--- config.mk ---
export PLATFORM = sky130hd
export DESIGN_NAME = mbf_device_flat
export DESIGN_NICKNAME = d
export VERILOG_FILES = /design/src/design/mbf_pkg.sv /design/src/design/mbf_link_if.sv /design/src/design/mbf_device.sv /design/src/flat_wrapper.sv
export SDC_FILE = /design/constraint.sdc
export NUM_CORES = 2
export LEC_CHECK = 0
export ABC_CLOCK_PERIOD_IN_PS = 76200
export BUFFER_PORTS_ARGS = -buffer_cell sky130_fd_sc_hd__clkbuf_2
export CORE_MARGIN = 4
export CORE_UTILIZATION = 58
export CTS_BUF_LIST = sky130_fd_sc_hd__clkbuf_2 sky130_fd_sc_hd__clkbuf_4 sky130_fd_sc_hd__clkbuf_8
export CTS_CLUSTER_DIAMETER = 120
export DETAILED_ROUTE_END_ITERATION = 12
export PLACE_DENSITY_LB_ADDON = 0.05
export SLEW_MARGIN = 20
export SYNTH_ARGS = -nofsm -noshare
export SYNTH_HDL_FRONTEND = slang
export SYNTH_SLANG_ARGS = --single-unit
--- constraint.sdc ---
create_clock -name hclk -period 76.2 [get_ports hclk]
set_clock_uncertainty 0.2 [all_clocks]
set_input_delay 15.24 -clock hclk [delete_from_list [all_inputs] [get_ports hclk]]
set_output_delay 15.24 -clock hclk [all_outputs]
set_load 0.01 [all_outputs]
--- src/design/mbf_pkg.sv ---
// Constants, state encodings and the frame CRC shared by both link ends.
// Assumes one 25 MHz clock common to the device end and the master end.
`default_nettype none
package mbf_pkg;
	// Clock and character timing
	localparam int unsigned CLK_HZ        = 25_000_000; // System clock rate
	localparam int unsigned BAUD_DEFAULT  = 19_200;     // Line rate, bit/s
	localparam int unsigned CHAR_BITS     = 11;         // Bits per character
	localparam int unsigned CHAR_CYC_DEF  =
		(CLK_HZ * CHAR_BITS + BAUD_DEFAULT - 1) / BAUD_DEFAULT;
	// Frame silence is 3.5 character times, kept as 7/2
	localparam int unsigned SIL_NUM       = 7;
	localparam int unsigned SIL_DEN       = 2;
	// Measurement period
	localparam int unsigned MEAS_PERIOD_MS = 2000;
	localparam int unsigned MEAS_CYC_DEF   = CLK_HZ / 1000 * MEAS_PERIOD_MS;
	// Master response timeout, in character times
	localparam int unsigned RESP_TMO_CHARS = 100;
	// Frame content
	localparam logic [7:0]  DEV_ADDR_DEF  = 8'hF0;   // Default slave address
	localparam logic [7:0]  FUNC_WR_MULTI = 8'h10;   // Write multiple regs
	localparam logic [15:0] CRC_INIT      = 16'hFFFF;
	localparam logic [15:0] CRC_POLY      = 16'hA001;
	localparam logic [7:0]  CRC_LEN       = 8'h02;
	// Byte positions inside request and response
	localparam logic [3:0]  IX_ADDR       = 4'h0;
	localparam logic [3:0]  IX_FUNC       = 4'h1;
	localparam logic [3:0]  IX_START_HI   = 4'h2;
	localparam logic [3:0]  IX_START_LO   = 4'h3;
	localparam logic [3:0]  IX_COUNT_HI   = 4'h4;
	localparam logic [3:0]  IX_COUNT_LO   = 4'h5;
	localparam logic [3:0]  IX_BYTES      = 4'h6;
	localparam logic [3:0]  IX_RESP_CRC   = 4'h6;
	localparam logic [3:0]  IX_RESP_LAST  = 4'h7;
	localparam logic [7:0]  RQ_DATA       = 8'h07;   // First data byte
	localparam logic [3:0]  RESP_LEN      = 4'h8;
	// Wire addresses of the device registers (number minus one)
	localparam logic [15:0] REG_PRESS_LO  = 16'h0208;
	localparam logic [15:0] REG_PRESS_HI  = 16'h0209;
	localparam logic [15:0] REG_FACTOR    = 16'h0308;
	localparam logic [15:0] FACTOR_MAX    = 16'h0064;
	localparam logic [15:0] FACTOR_RESET  = 16'h0064;
	localparam int unsigned FACTOR_SCALE  = 100;
	// Master register map on AHB-Lite (byte offsets)
	localparam logic [7:0]  A_CTRL        = 8'h00;
	localparam logic [7:0]  A_STATUS      = 8'h04;
	localparam logic [7:0]  A_SLAVE       = 8'h08;
	localparam logic [7:0]  A_START       = 8'h0C;
	localparam logic [7:0]  A_COUNT       = 8'h10;
	localparam logic [7:0]  A_DATA0       = 8'h14;
	localparam logic [7:0]  A_DATA1       = 8'h18;
	localparam int unsigned ST_BUSY       = 0;
	localparam int unsigned ST_DONE       = 1;
	localparam int unsigned ST_ACK_OK     = 2;
	localparam int unsigned ST_ACK_BAD    = 3;
	// State encodings, Gray along the usual path
	typedef enum logic {TX_IDLE = 1'b0, TX_SEND = 1'b1} mbf_tx_type;
	typedef enum logic [1:0] {
		M_IDLE = 2'b00, M_GAP = 2'b01, M_SEND = 2'b11, M_RESP = 2'b10
	} mbf_mst_type;

	// One byte of the CRC, reflected polynomial, LSB first
	function automatic logic [15:0] mbf_crc_step(input logic [15:0] crc,
		input logic [7:0] b);
		logic [15:0] c;
		c = crc ^ {8'h00, b};
		for (int i = 0; i < 8; i++) begin
			c = c[0] ? ((c >> 1) ^ CRC_POLY) : (c >> 1);
		end
		return c;
	endfunction : mbf_crc_step

	// Header bytes common to request and response
	function automatic logic [7:0] mbf_hdr_byte(input logic [3:0] ix,
		input logic [7:0] addr, input logic [15:0] start,
		input logic [15:0] count);
		logic [7:0] b;
		b = 8'h00;
		case (ix)
			IX_ADDR:     b = addr;
			IX_FUNC:     b = FUNC_WR_MULTI;
			IX_START_HI: b = start[15:8];
			IX_START_LO: b = start[7:0];
			IX_COUNT_HI: b = count[15:8];
			IX_COUNT_LO: b = count[7:0];
			default:     b = 8'h00;
		endcase
		return b;
	endfunction : mbf_hdr_byte
endpackage : mbf_pkg
`default_nettype wire

--- src/design/mbf_link_if.sv ---
// Byte-level serial link between the master end and the device end.
// Each strobe carries one character; senders space them a character apart.
`default_nettype none
interface mbf_link_if;
	logic       m2s_valid; // Master character strobe
	logic [7:0] m2s_data;  // Master character
	logic       s2m_valid; // Device character strobe
	logic [7:0] s2m_data;  // Device character
	modport master (output m2s_valid, output m2s_data,
		input s2m_valid, input s2m_data);
	modport device (input m2s_valid, input m2s_data,
		output s2m_valid, output s2m_data);
endinterface : mbf_link_if
`default_nettype wire

--- src/design/mbf_device.sv ---
// Device end: frame receiver, register store, acknowledge and output filter.
// Assumes the link strobes come from logic on the same clock.
// Notes on behaviour
// - Frames bounded by 3.5 character silences
// - Master sends address, 0x10, start, count, bytes, data
// - Good write answered with echo and CRC
// - Out of range value leaves register unchanged
// - Master should read back written registers; the master end here sends write frames only, no read-back
// - Wire address is register number minus one
// - Floats span two registers, low word first
// - Filter factor lives at register 777
// - New measurement about every two seconds
// - Factor resets to 1.0, no filtering
// - Factor register 0 to 100, over 100
// - Output moves by factor times the difference
//
// The implementer's own choice: the AHB-Lite slave port.
`default_nettype none
module mbf_device
	import mbf_pkg::*;
#(
	parameter int unsigned CHAR_CYCLES = CHAR_CYC_DEF,  // Character time
	parameter int unsigned MEAS_CYCLES = MEAS_CYC_DEF,  // Measurement period
	parameter logic [7:0]  DEV_ADDR    = DEV_ADDR_DEF,  // Slave address
	parameter int unsigned MEAS_W      = 16,            // Measurement width
	parameter int unsigned FRAC_W      = 16             // Filter fraction
) (
	// Clock and reset
	input  wire logic              hclk,
	input  wire logic              hresetn,
	// Link
	mbf_link_if.device             link,
	// Measurement side
	input  wire logic [MEAS_W-1:0] meas_value,
	output var  logic              sample_take,
	output var  logic [MEAS_W-1:0] filt_out,
	// Register contents
	output var  logic [31:0]       comp_pressure,
	output var  logic [15:0]       filter_factor,
	output var  logic              frame_ok,
	output var  logic              frame_bad
);
	localparam int unsigned SILENCE =
		(CHAR_CYCLES * SIL_NUM + SIL_DEN - 1) / SIL_DEN;
	localparam logic [31:0] SIL_W  = 32'(SILENCE);
	localparam logic [31:0] CHAR_W = 32'(CHAR_CYCLES);
	localparam logic [31:0] MEAS_W32 = 32'(MEAS_CYCLES);
	localparam int unsigned AW = MEAS_W + FRAC_W + 2;    // Accumulator
	localparam int unsigned PW = AW + 18;                // Product
	localparam logic signed [PW-1:0] FAC_DIV = PW'(FACTOR_SCALE);
	localparam logic signed [AW-1:0] HALF = AW'(1) <<< (FRAC_W - 1);

	// Whole state of the device end
	typedef struct packed {
		logic [31:0]           rx_gap;     // Cycles since last character
		logic [7:0]            rx_cnt;     // Characters in this frame
		logic [15:0]           rx_crc;     // Running CRC
		logic                  rx_bad;     // Not ours or malformed
		logic [15:0]           start_addr; // Echoed start address
		logic [15:0]           reg_count;  // Echoed register count
		logic [7:0]            byte_count; // Declared data bytes
		logic [7:0]            word_hi;    // First byte of a word
		logic [15:0]           sh_lo;      // Staged pressure low word
		logic [15:0]           sh_hi;      // Staged pressure high word
		logic [15:0]           sh_fac;     // Staged filter factor
		logic [2:0]            sh_wr;      // Staged word present
		logic [31:0]           press;      // Compensation pressure
		logic [15:0]           factor;     // Filter factor, hundredths
		mbf_tx_type            tx_state;   // Reply sender state
		logic [3:0]            tx_idx;     // Reply byte index
		logic [31:0]           tx_timer;   // Character spacing
		logic [15:0]           tx_crc;     // Reply CRC
		logic                  tx_valid;   // Character strobe
		logic [7:0]            tx_data;    // Character
		logic [31:0]           meas_timer; // Measurement period
		logic signed [AW-1:0]  acc;        // Filter accumulator
		logic                  filt_init;  // Accumulator loaded
		logic [MEAS_W-1:0]     filt_out;   // Rounded output
		logic                  take;       // Sample pulse
		logic                  ok;         // Accepted frame pulse
		logic                  bad;        // Rejected frame pulse
	} mbfd_state_type;

	mbfd_state_type        st;     // Registered state
	mbfd_state_type        nx;     // Next state
	logic [7:0]            rx_b;   // Received character
	logic [7:0]            dk;     // Data byte index
	logic [15:0]           word;   // Completed data word
	logic [15:0]           ra;     // Register address of the word
	logic                  good;   // Frame passes all checks
	logic [7:0]            tb;     // Reply character
	logic signed [AW-1:0]  mfix;   // Measurement in fixed point
	logic signed [AW:0]    diff;   // Measurement minus output
	logic signed [PW-1:0]  prod;   // Difference times factor
	logic signed [PW-1:0]  step;   // Scaled step
	logic signed [AW-1:0]  acc_n;  // New accumulator

	// Next state of receiver, sender and filter
	always_comb begin
		nx    = st;
		rx_b  = link.m2s_data;
		dk    = st.rx_cnt - RQ_DATA;
		word  = {st.word_hi, link.m2s_data};
		ra    = st.start_addr + {9'h000, dk[7:1]};
		good  = 1'b0;
		tb    = 8'h00;
		mfix  = AW'({2'b00, meas_value}) <<< FRAC_W;
		diff  = {mfix[AW-1], mfix} - {st.acc[AW-1], st.acc};
		prod  = PW'(diff) * PW'($signed({1'b0, st.factor}));
		step  = prod / FAC_DIV;
		acc_n = st.acc + AW'(step);
		nx.tx_valid = 1'b0;
		nx.take     = 1'b0;
		nx.ok       = 1'b0;
		nx.bad      = 1'b0;
		// Silence counter saturates at the frame gap
		if (st.rx_gap < SIL_W) begin
			nx.rx_gap = st.rx_gap + 32'h0000_0001;
		end
		if (link.m2s_valid) begin
			// Character of the current request
			nx.rx_gap = 32'h0000_0000;
			nx.rx_crc = mbf_crc_step((st.rx_cnt == 8'h00) ? CRC_INIT
				: st.rx_crc, rx_b);
			if (st.rx_cnt != 8'hFF) begin
				nx.rx_cnt = st.rx_cnt + 8'h01;
			end
			if (st.rx_cnt == {4'h0, IX_ADDR}) begin
				nx.rx_bad = (rx_b != DEV_ADDR);
				nx.sh_wr  = 3'b000;
			end else if (st.rx_cnt == {4'h0, IX_FUNC}) begin
				nx.rx_bad = st.rx_bad | (rx_b != FUNC_WR_MULTI);
			end else if (st.rx_cnt == {4'h0, IX_START_HI}) begin
				nx.start_addr[15:8] = rx_b;
			end else if (st.rx_cnt == {4'h0, IX_START_LO}) begin
				nx.start_addr[7:0] = rx_b;
			end else if (st.rx_cnt == {4'h0, IX_COUNT_HI}) begin
				nx.reg_count[15:8] = rx_b;
			end else if (st.rx_cnt == {4'h0, IX_COUNT_LO}) begin
				nx.reg_count[7:0] = rx_b;
			end else if (st.rx_cnt == {4'h0, IX_BYTES}) begin
				nx.byte_count = rx_b;
			end else if (dk < st.byte_count) begin
				// Data bytes pair high then low into one register
				if (!dk[0]) begin
					nx.word_hi = rx_b;
				end else if (ra == REG_PRESS_LO) begin
					nx.sh_lo    = word;
					nx.sh_wr[0] = 1'b1;
				end else if (ra == REG_PRESS_HI) begin
					nx.sh_hi    = word;
					nx.sh_wr[1] = 1'b1;
				end else if (ra == REG_FACTOR) begin
					nx.sh_fac   = word;
					nx.sh_wr[2] = 1'b1;
				end
			end
		end else if (st.rx_cnt != 8'h00 && st.rx_gap == SIL_W) begin
			// Frame closed by silence: check and commit
			nx.rx_cnt = 8'h00;
			good = !st.rx_bad && st.rx_crc == 16'h0000
				&& {8'h00, st.rx_cnt} == {8'h00, RQ_DATA}
				+ {8'h00, st.byte_count} + {8'h00, CRC_LEN}
				&& {8'h00, st.byte_count} == {st.reg_count[14:0], 1'b0}
				&& st.tx_state == TX_IDLE;
			nx.ok  = good;
			nx.bad = !good;
			if (good) begin
				if (st.sh_wr[0]) begin
					nx.press[15:0] = st.sh_lo;
				end
				if (st.sh_wr[1]) begin
					nx.press[31:16] = st.sh_hi;
				end
				if (st.sh_wr[2] && st.sh_fac <= FACTOR_MAX) begin
					nx.factor = st.sh_fac;
				end
				nx.tx_state = TX_SEND;
				nx.tx_idx   = 4'h0;
				nx.tx_timer = 32'h0000_0000;
				nx.tx_crc   = CRC_INIT;
			end
		end
		// Reply sender, one character per character time
		if (st.tx_state == TX_SEND) begin
			if (st.tx_timer != 32'h0000_0000) begin
				nx.tx_timer = st.tx_timer - 32'h0000_0001;
			end else begin
				if (st.tx_idx == IX_RESP_CRC) begin
					tb = st.tx_crc[7:0];
				end else if (st.tx_idx == IX_RESP_LAST) begin
					tb = st.tx_crc[15:8];
				end else begin
					tb = mbf_hdr_byte(st.tx_idx, DEV_ADDR, st.start_addr,
						st.reg_count);
				end
				if (st.tx_idx < IX_RESP_CRC) begin
					nx.tx_crc = mbf_crc_step(st.tx_crc, tb);
				end
				nx.tx_valid = 1'b1;
				nx.tx_data  = tb;
				nx.tx_timer = CHAR_W - 32'h0000_0001;
				nx.tx_idx   = st.tx_idx + 4'h1;
				if (st.tx_idx == IX_RESP_LAST) begin
					nx.tx_state = TX_IDLE;
				end
			end
		end
		// Measurement period and recursive filter
		if (st.meas_timer == MEAS_W32 - 32'h0000_0001) begin
			nx.meas_timer = 32'h0000_0000;
			nx.take       = 1'b1;
			nx.filt_init  = 1'b1;
			if (!st.filt_init) begin
				acc_n = mfix;
			end
			nx.acc      = acc_n;
			nx.filt_out = MEAS_W'((acc_n + HALF) >>> FRAC_W);
		end else begin
			nx.meas_timer = st.meas_timer + 32'h0000_0001;
		end
	end

	// State register
	always_ff @(posedge hclk or negedge hresetn) begin
		if (!hresetn) begin
			st        <= '0;
			st.factor <= FACTOR_RESET;
		end else begin
			st <= nx;
		end
	end

	// Outputs straight from the state register
	assign link.s2m_valid = st.tx_valid;
	assign link.s2m_data  = st.tx_data;
	assign sample_take    = st.take;
	assign filt_out       = st.filt_out;
	assign comp_pressure  = st.press;
	assign filter_factor  = st.factor;
	assign frame_ok       = st.ok;
	assign frame_bad      = st.bad;
endmodule : mbf_device
`default_nettype wire

--- src/flat_wrapper.sv ---
// flat-port wrapper written by rule: the top's interface ports become plain ports
module mbf_device_flat import mbf_pkg::*;
#(
	parameter int unsigned CHAR_CYCLES = CHAR_CYC_DEF,                   
	parameter int unsigned MEAS_CYCLES = MEAS_CYC_DEF,                       
	parameter logic [7:0]  DEV_ADDR    = DEV_ADDR_DEF,                  
	parameter int unsigned MEAS_W      = 16,                                
	parameter int unsigned FRAC_W      = 16                               
)
  (hclk, hresetn, meas_value, sample_take, filt_out, comp_pressure, filter_factor, frame_ok, frame_bad, link_m2s_valid, link_m2s_data, link_s2m_valid, link_s2m_data);
  mbf_link_if link_i ();
  input  wire logic hclk;
  input  wire logic hresetn;
  input  wire logic [MEAS_W-1:0] meas_value;
  output var  logic sample_take;
  output var  logic [MEAS_W-1:0] filt_out;
  output var  logic [31:0] comp_pressure;
  output var  logic [15:0] filter_factor;
  output var  logic frame_ok;
  output var  logic frame_bad;
  input wire logic [$bits(link_i.m2s_valid)-1:0] link_m2s_valid;
  input wire logic [$bits(link_i.m2s_data)-1:0] link_m2s_data;
  output wire logic [$bits(link_i.s2m_valid)-1:0] link_s2m_valid;
  output wire logic [$bits(link_i.s2m_data)-1:0] link_s2m_data;
  assign link_i.m2s_valid = link_m2s_valid;
  assign link_i.m2s_data = link_m2s_data;
  assign link_s2m_valid = link_i.s2m_valid;
  assign link_s2m_data = link_i.s2m_data;
  mbf_device #(.CHAR_CYCLES(CHAR_CYCLES), .MEAS_CYCLES(MEAS_CYCLES), .DEV_ADDR(DEV_ADDR), .MEAS_W(MEAS_W), .FRAC_W(FRAC_W)) u_core (.hclk(hclk), .hresetn(hresetn), .link(link_i), .meas_value(meas_value), .sample_take(sample_take), .filt_out(filt_out), .comp_pressure(comp_pressure), .filter_factor(filter_factor), .frame_ok(frame_ok), .frame_bad(frame_bad));
endmodule
==> qor.txt <==
clk_lat worst skew: 730 ps
Iter 0 DRT Violations: 3833
gr usage total: 31.10%
element type at the critical path end: register
area grow syn2layout: 4.488%
WL/cell: 19.75 um
Post-CTS Setup Bufs: 0
ant diodes: 0
CTS Buffer Depth: 3
final number of setup-violating endpoints: 0
fin. max-slew vios: 0
worst-margin pin slew: 1119 ps
Mapped Area: 54000 um2
Top FF cell, synth: dfrtp_1
Tmin final: 67850 ps
Hold Path Class: register to register
clk sinks: 352
initial core utilization: 58.65%
Seq/Total Area, Yosys: 16.32%
Layout Nets: 7159
post-synth top area cell: fa_1
synth warn: 0
I/O Pins: 103
Slew HR: 25.15%
Worst setup SP type: input port
first-pass GRT wire length: 251500 um
Die X: 313.1 um
CP max stage cell: a21oi_1
CP Class: input port to register
Final Worst Setup Slack: 8354 ps
hold buffer count at cts: 0
Crit path top cell by count: a21o_1
Pre-Repair DR Iteration Count: 7
Final TNS setup: 0 ps
max_cap viols: 0
synthesized instance count: 6516
# rows: 111
DP HPWL: 115600 um
vias in the first global route: 46780
Overflow after GRT: 0
Max IR drop VDD: 0.00002120 V
syn avg cell area: 8.287 um2
cts bufs inserted: 60
largest net degree at the start of global routing: 141
Die Y: 313.1 um
Reg clk slew, reported paths: 60 ps
vias: 47040
core region area: 92080 um2
DP Worst Slack: 8617 ps
EDFF count, synth: 0
Req. time, crit path: 76540 ps
Util after Layout: 61.28%
pwr dens: 9.764 nW/um2
largest cells by area after synthesis: fa_1 (20%), dfrtp_1 (16%), nand2_1 (5.3%), inv_1 (5.2%), ha_1 (4.8%)
fmax: 14.74 MHz
DR vias/cell: 6.119
RePlAce Congestion: 0.9584
Net Count, Synth: 7277
RSZ-0062 raised after global routing: false
top-area cell type share of the netlist area: 19.54%
Synth cell types: 141
layout cells sized above 1: 9.387%
crit share post-route: 89.04%
Leak: 26.31 nW
number of antenna violations at the first check in global routing: 0
Synth top cells by count: nand2_1 (764), inv_1 (748), fa_1 (527)
final wirelength: 151800 um
DRC viols: 0
CTS-repair resized insts: 0
outcome: finished clean
Die ar.: 98050 um2
synthesis-stage register bit count: 352
H-tree Lvls: 2
Crit path largest cell delay: 860 ps
CP Max Fanout: 55
Final Hold Viols: 0
Worst Path Arrival: 68190 ps
# port buffers: 102
cell with the most instances after synthesis: nand2_1
clk root buf: clkbuf_8
asr flop ratio synth: 100.0%
Antenna Nets Post-Route: 0
CTS tree: done
==> routing by layer <==
| layer | routed length (um) | GRT usage, % | share of wire (%) | vias up |
|---|---|---|---|---|
| met3 | 8232 | 3.207 | 5.4 | 351 |
| met4 | 6784 | 12.18 | 4.5 | 0 |
| met1 | 66450 | 43.05 | 44 | 23120 |
| met2 | 70360 | 50.52 | 46 | 1578 |
| met5 | 0 | 0 | 0 | - |
| li1 | - | - | - | 22000 |
==> layout make-up <==
type	instances	area (um2)
fill	8331	35660
clock buffer	89	1125
timing repair buffer	192	1209
clock inverter	20	220.2
sequential	352	8813
tap	1243	1555
inverter	750	2815
multi-input combinational	5042	40690
==> report_power, final <==
part | switching [W] | internal, W
clock network | 0.0000867 | 0.000106
registers | 0.0000224 | 0.000205
logic | 0.0000693 | 0.0000610
total | 0.000178 | 0.000373
==> cells by family (layout without fill, tap and decap cells) <==
group,count (synthesis),after routing,synth area share [%]
AND/OR/NAND/NOR,2206,2206,20.06
AO/OA/AOI/OAI,1445,1445,19.01
buffers and inverters,1122,1051,8.457
adder cells (fa/ha/maj),747,747,24.57
XOR/XNOR,431,431,7.190
flip-flops,352,352,16.32
multiplexers,213,213,4.393
==> critical path: cells and delay by family <==
family          cells  cell delay, ps
compound gates    113           32120
mux                 8            3540
buf+inv             7            1040
simple gates       34            6980
xor+xnor           13            4700
fa+ha+maj          10            4490
==> path summary, 6_finish.rpt <==
kind | slack (ps) | startpoint | cells after the start | endpoint
setup / recovery | 8350 | meas_value[0] | 185 | u_core.filt_out[15]$_DFFE_PN0P_
hold / removal | 270 | u_core.st[85]$_DFF_PN0_ | 1 | u_core.st[85]$_DFF_PN0_
setup reg to reg | 21750 | u_core.st[24]$_DFFE_PN0P_ | 186 | u_core.filt_out[15]$_DFFE_PN0P_
hold reg to reg | 270 | u_core.st[85]$_DFF_PN0_ | 1 | u_core.st[85]$_DFF_PN0_
max in group asynchronous | 58660 | hresetn | 4 | u_core.st[28]$_DFFE_PN0P_
min in group asynchronous | 14330 | hresetn | 1 | u_core.comp_pressure[23]$_DFFE_PN0P_
==> registers in the layout, summed over array words and instances (netlist names) <==
signal,flops
u_core.frame_ok,1
u_core.comp_pressure,32
u_core.filter_factor,16
u_core.link.s2m_valid,1
u_core.frame_bad,1
u_core.st,276
u_core.sample_take,1
u_core.link.s2m_data,8
u_core.filt_out,16
==> cells in the final DEF (no fill, tap or decap), types with 101 or more instances in the layout <==
cell type  Yosys  layout
a21o_1       107     107
a21oi_1      289     289
and2_1       267     267
clkbuf_2       0     101
dfrtp_1      349     348
fa_1         527     527
ha_1         207     207
inv_1        748     748
mux2_2       147     147
nand2_1      764     764
nand3_1      123     123
nor2_1       418     417
nor3_1       152     150
o21ai_0      246     246
xnor2_1      263     261
xor2_1       156     155
==> per-stage QoR <==
step           instance area [um2]  total power [W]  std cells  hold slack, ps
5_1_grt                      56420        0.0005827       7688           300.9
6_report                     56420        0.0005509       7688           268.1
3_5_place_dp                 55060        0.0003604       7579           260.3
2_1_floorplan                54000        0.0003254       6516           240.0
3_3_place_gp                 55060        0.0003567       7579           256.5
4_1_cts                      56410        0.0005560       7688           271.9
No activity file was read; power rests on OpenSTA's default activity.
